<file path="config.mk">
export PLATFORM = sky130hd
export DESIGN_NAME = fweg_gate
export DESIGN_NICKNAME = d
export VERILOG_FILES = /design/src/rtl/fweg_pkg.sv /design/src/rtl/fweg_gate.sv
export VERILOG_INCLUDE_DIRS = /design/src /design/src/rtl
export SDC_FILE = /design/constraint.sdc
export NUM_CORES = 1
export LEC_CHECK = 0
export BUFFER_PORTS_ARGS = -buffer_cell sky130_fd_sc_hd__buf_2
export CAP_MARGIN = 20
export CORE_UTILIZATION = 44
export CTS_CLUSTER_DIAMETER = 100
export DETAILED_ROUTE_END_ITERATION = 8
export GPL_TIMING_DRIVEN = 0
export PLACE_DENSITY = 0.91
export SLEW_MARGIN = 20
export SYNTH_ARGS = -nofsm -noshare
export SYNTH_HDL_FRONTEND = slang
export SYNTH_SLANG_ARGS = --single-unit
export TNS_END_PERCENT = 30
</file>
<file path="constraint.sdc">
create_clock -name i_mclk -period 1.8 [get_ports i_mclk]
set_input_delay 0.09 -clock i_mclk [delete_from_list [all_inputs] [get_ports i_mclk]]
set_output_delay 0.09 -clock i_mclk [all_outputs]
set_load 0.03 [all_outputs]
</file>
<file path="src/rtl/fweg_params.svh">
// Constants for the flash write and erase gate
//
// Summary of operation
// - Control bits 7:2 read zero, ignore writes
// - Write enable steers data moves to flash
// - No flash programming while write enable clear
// - Both enables set: data move erases page
// - Erase ignores the data byte
// - Erase enable clear: never erase pages
// - One operation relocks, needing new keys
// - Wrong key sequence locks until reset
// - Flash access while locked and not busy locks until reset; a key write in the same cycle wins
// - Non-first-key write deliberately locks out
// - Key read returns lock state bits
// - States 00 locked, 01 first, 10 open
// - State 11 means locked until reset
`ifndef FWEG_PARAMS_SVH
`define FWEG_PARAMS_SVH
// ==========================================================
// Register map
`define FWEG_ADDR_CTRL   8'h8f
`define FWEG_ADDR_KEY    8'hb7
`define FWEG_CTRL_RESET  8'h00
`define FWEG_BIT_WE      0
`define FWEG_BIT_EE      1
// ==========================================================
// Key values
`define FWEG_KEY_FIRST   8'ha5
`define FWEG_KEY_SECOND  8'hf1
`endif

</file>
<file path="src/rtl/fweg_pkg.sv">
// Types for the flash write and erase gate
`default_nettype none
package fweg_pkg;
	typedef enum logic [1:0] {
		FWEG_LOCKED = 2'b00,
		FWEG_FIRST  = 2'b01,
		FWEG_OPEN   = 2'b10,
		FWEG_DEAD   = 2'b11
	} fweg_key_type;
endpackage
`default_nettype wire

</file>
<file path="src/rtl/fweg_gate.sv">
// Flash write and erase gate with key lock and control register
`timescale 1ns/1ps
`default_nettype none
`include "fweg_params.svh"
module fweg_gate
	import fweg_pkg::*;
(
	input  wire logic        i_mclk,
	input  wire logic        i_rst,
	input  wire logic [7:0]  i_sfr_addr,
	input  wire logic        i_sfr_wr,
	input  wire logic [7:0]  i_sfr_wdata,
	output logic      [7:0]  o_sfr_rdata,
	input  wire logic        i_xmove_wr,
	input  wire logic [15:0] i_xmove_addr,
	input  wire logic [7:0]  i_xmove_data,
	input  wire logic        i_flash_done,
	output logic             o_xram_wr,
	output logic             o_flash_prog,
	output logic             o_flash_erase,
	output logic      [15:0] o_flash_addr,
	output logic      [7:0]  o_flash_data,
	output logic      [1:0]  o_lock_state
);
	// ==========================================================
	// Decode
	function automatic logic hit(input logic [7:0] a, input logic [7:0] r);
		hit = (a == r);
	endfunction

	logic         we_q;
	logic         ee_q;
	fweg_key_type key_q;
	fweg_key_type key_d;
	logic         busy_q;
	logic         flash_req;
	logic         ctrl_wr;
	logic         key_wr;

	assign ctrl_wr = i_sfr_wr && hit(i_sfr_addr, `FWEG_ADDR_CTRL);
	assign key_wr  = i_sfr_wr && hit(i_sfr_addr, `FWEG_ADDR_KEY);
	assign flash_req = i_xmove_wr && we_q && !busy_q;
	assign o_xram_wr = i_xmove_wr && !we_q;
	assign o_lock_state = key_q;

	// ==========================================================
	// Control register
	// Reset clears enables
	always_ff @(posedge i_mclk or posedge i_rst) begin
		if (i_rst) begin
			we_q <= 1'b0;
			ee_q <= 1'b0;
		end else if (ctrl_wr) begin
			we_q <= i_sfr_wdata[`FWEG_BIT_WE];
			ee_q <= i_sfr_wdata[`FWEG_BIT_EE];
		end
	end

	// ==========================================================
	// Key state machine
	always_comb begin
		key_d = key_q;
		case (key_q)
			FWEG_LOCKED: begin
				if (key_wr)
					key_d = (i_sfr_wdata == `FWEG_KEY_FIRST) ?
						FWEG_FIRST : FWEG_DEAD;
				else if (flash_req)
					key_d = FWEG_DEAD;
			end
			FWEG_FIRST: begin
				if (key_wr)
					key_d = (i_sfr_wdata == `FWEG_KEY_SECOND) ?
						FWEG_OPEN : FWEG_DEAD;
				else if (flash_req)
					key_d = FWEG_DEAD;
			end
			FWEG_OPEN: begin
				if (key_wr)
					key_d = FWEG_DEAD;
				else if (flash_req)
					key_d = FWEG_LOCKED;
			end
			default: key_d = FWEG_DEAD;
		endcase
	end

	always_ff @(posedge i_mclk or posedge i_rst) begin
		if (i_rst)
			key_q <= FWEG_LOCKED;
		else
			key_q <= key_d;
	end

	// ==========================================================
	// Flash operation launch
	// One operation in flight; moves before done are dropped, never queued
	always_ff @(posedge i_mclk or posedge i_rst) begin
		if (i_rst) begin
			busy_q        <= 1'b0;
			o_flash_prog  <= 1'b0;
			o_flash_erase <= 1'b0;
			o_flash_addr  <= 16'h0000;
			o_flash_data  <= 8'h00;
		end else begin
			o_flash_prog  <= 1'b0;
			o_flash_erase <= 1'b0;
			if (flash_req && key_q == FWEG_OPEN && !key_wr) begin
				busy_q        <= 1'b1;
				o_flash_addr  <= i_xmove_addr;
				o_flash_erase <= ee_q;
				o_flash_prog  <= !ee_q;
				o_flash_data  <= ee_q ? 8'h00 : i_xmove_data;
			end else if (i_flash_done) begin
				busy_q <= 1'b0;
			end
		end
	end

	// ==========================================================
	// Readback
	// Key read returns state
	always_ff @(posedge i_mclk or posedge i_rst) begin
		if (i_rst)
			o_sfr_rdata <= 8'h00;
		else if (hit(i_sfr_addr, `FWEG_ADDR_CTRL))
			o_sfr_rdata <= {6'h00, ee_q, we_q};
		else if (hit(i_sfr_addr, `FWEG_ADDR_KEY))
			o_sfr_rdata <= {6'h00, key_q};
		else
			o_sfr_rdata <= 8'h00;
	end
endmodule
`default_nettype wire

</file>
==> results.toml <==
[layout]
multi_input_area_um2 = 629
finalNetCount = 264
final_area_um2 = 2240
final_cell_mix = "buf_2 (75), dfrtp_1 (33), dlygate4sd3_1 (19)"
diodes = 0
drive_above_1_share = 0.550
ff_latch_area_um2 = 826
final_common_cell = "buf_2"
area_growth_pct = 45.1
n_fill_cell = 263

[placement]
place.gp.congestion = 0.799
dpl.hpwl_um = 2420
dp_slack_ns = 0.0992
placed_area_um2 = 2000
io_buffers = 75

[critical_path]
cp_data_arrival_time_ns = 1.95
required_ns = 2.03
critPathMaxFanout = 10
end_kind = "flop"
start_kind = "flop"
path_class = "flop to flop"

[route]
vias = 1239
dr.pass1.iters = 4
ant_nets = 0
via_per_inst = 4.66
wirelength_um = 3760
drc = 0
drt_iter0_drc = 58
drt-wirelength-per-cell_um = 14.1

[clocking]
post_cts_buffers = 0
clockBufferDepth = 2
path_clk_slew_ns = 0.11
cts_root_buffer = "clkbuf_4"
numCtsBuffers = 5
clk_latency_ns = 0.34
cts_tree = "done"
htreeDepth = 2
cts.sinks = 33

[grt]
grt_max_degree = 34
grt_pass1_wl_um = 5300
grt_util_all_layers = 0.203
grt_overflow = 0
antenna_found_initial = 0
grt_pass1_vias = 1157

[timing]
grt_setup_unrepaired = "no"
final.setup.tns_ns = 0
hold_viol_final = 0
slew_headroom = 0.538
max_freq_mhz = 583
worst_slew_pin_slew_ns = 0.692
slew_violations = 0
setup_ws_ns = 0.0840
skew_ns = 0.0126
finalCritPeriodShare = 0.953
period_minus_slack_ns = 1.72
finalSetupViolCount = 0

[yosys]
seq_area_frac_synth = 0.534
netlist_area_um2 = 1550
synth.distinct_cells = 28
avgSynthCellArea_um2 = 13.7
syn_inst = 113
yosysWarningCount = 0
ys_ff_latch = 33

[die]
die_area_um2 = 3760
die_w_um = 61.3
ios = 82
coreArea_um2 = 3360
die_h_um = 61.3
start_util = 0.460
rows = 21

[min_path]
hp-class = "input port to flop"

[power_and_ir_drop]
p_per_area_nw_per_um2 = 856
power.static_leakage_uw = 0.00131
ir_drop_mv = 0.536

[status]
status = "finished clean"

[flow_run]
drv_cap = 0
final cells by class:
class	count	share of cell area
Multi-Input combinational cell	70	0.281
Clock inverter	3	0.00781
Clock buffer	5	0.0167
Tap cell	46	0.0257
Buffer	10	0.0407
Sequential cell	33	0.368
Timing Repair Buffer	94	0.252
Inverter	5	0.00837
flip-flops by register name, summed over array words and instances (netlist names):
signal,cells
ee_q,1
busy_q,1
o_flash_addr,16
o_flash_data,8
o_sfr_rdata,2
o_flash_erase,1
we_q,1
o_lock_state,2
o_flash_prog,1
metrics by stage:
step / power (uW) / hold slack (ns) / instances / util
after floorplan: 1310 / 0.186 / 118 / -
after global placement: 1470 / 0.270 / 239 / 0.594
after detailed placement: 1490 / 0.223 / 239 / 0.594
after CTS: 1920 / 0.00216 / 266 / 0.667
after global routing: 2030 / 0.0143 / 266 / 0.667
final: 1920 / 0.0214 / 266 / 0.667
worst paths after layout:
check | start | end | slack [ns] | cells past startpoint
setup / recovery | busy_q | o_flash_addr[7] | 0.08 | 6
setup reg to reg | busy_q | o_flash_addr[7] | 0.08 | 6
max in group asynchronous | i_rst | ee_q | 0.95 | 3
hold reg to reg | o_flash_data[3] | o_flash_data[3] | 0.48 | 1
hold / removal | i_sfr_wdata[1] | ee_q | 0.02 | 2
min in group asynchronous | i_rst | o_flash_addr[8] | 0.40 | 3
power by group:
part	switching [uW]	leakage (uW)	internal [uW]
sequential	78.7	0.000452	838
clock	257	0.0000310	147
combinational	346	0.000832	253
Yosys cell counts (all sizes together):
library cell   n  area (um2)
and2b          1        7.51
a21o           4        30.0
nand2          1        3.75
nand3b         1        20.0
nor2b          4        25.0
nand4b         3        41.3
o21ai          6        30.0
dfrtp         33         826
or4b           1        10.0
clkbuf         1        3.75
nor3           1        16.3
buf            9        87.6
a21oi          1        5.00
nor2           6        22.5
nor4b          5        43.8
a22oi          2        15.0
nor3b          1        7.51
nand3          2        10.0
or2            2        12.5
and3b          1        10.0
conb           1        3.75
inv            5        18.8
mux2          22         297
layer usage:
layer | up-vias | wire (um) | part of all wire | global-route usage
met5 | - | 0 | 0 | 0
met1 | 579 | 1570 | 0.42 | 0.236
li1 | 596 | - | - | -
met3 | 6 | 291 | 0.077 | 0.0714
met4 | 0 | 50 | 0.013 | 0.0942
met2 | 58 | 1840 | 0.49 | 0.337
worst max-delay path, stage by stage (launching register included):
cell	delay (ns)
dfrtp_1	0.39
and3b_2	0.28
nand3b_4	0.11
or2_1	0.23
buf_6	0.15
buf_12	0.15
mux2_4	0.31
timing repair:
item                                    in CTS  in global routing
endpoints found under the hold margin       51                  0
hold buffers                                19                  0
endpoints found under the setup margin       0                  0
gates resized for setup                      0                  0
logic make-up after synthesis:
family,synth area share
muxes,0.192
DFF,0.534
buffers and inverters,0.0712
and+or+nand+nor,0.149
AOI/OAI and AO/OA,0.0518
other,0.00242
Note: power is estimated with default switching activity, not from simulation.
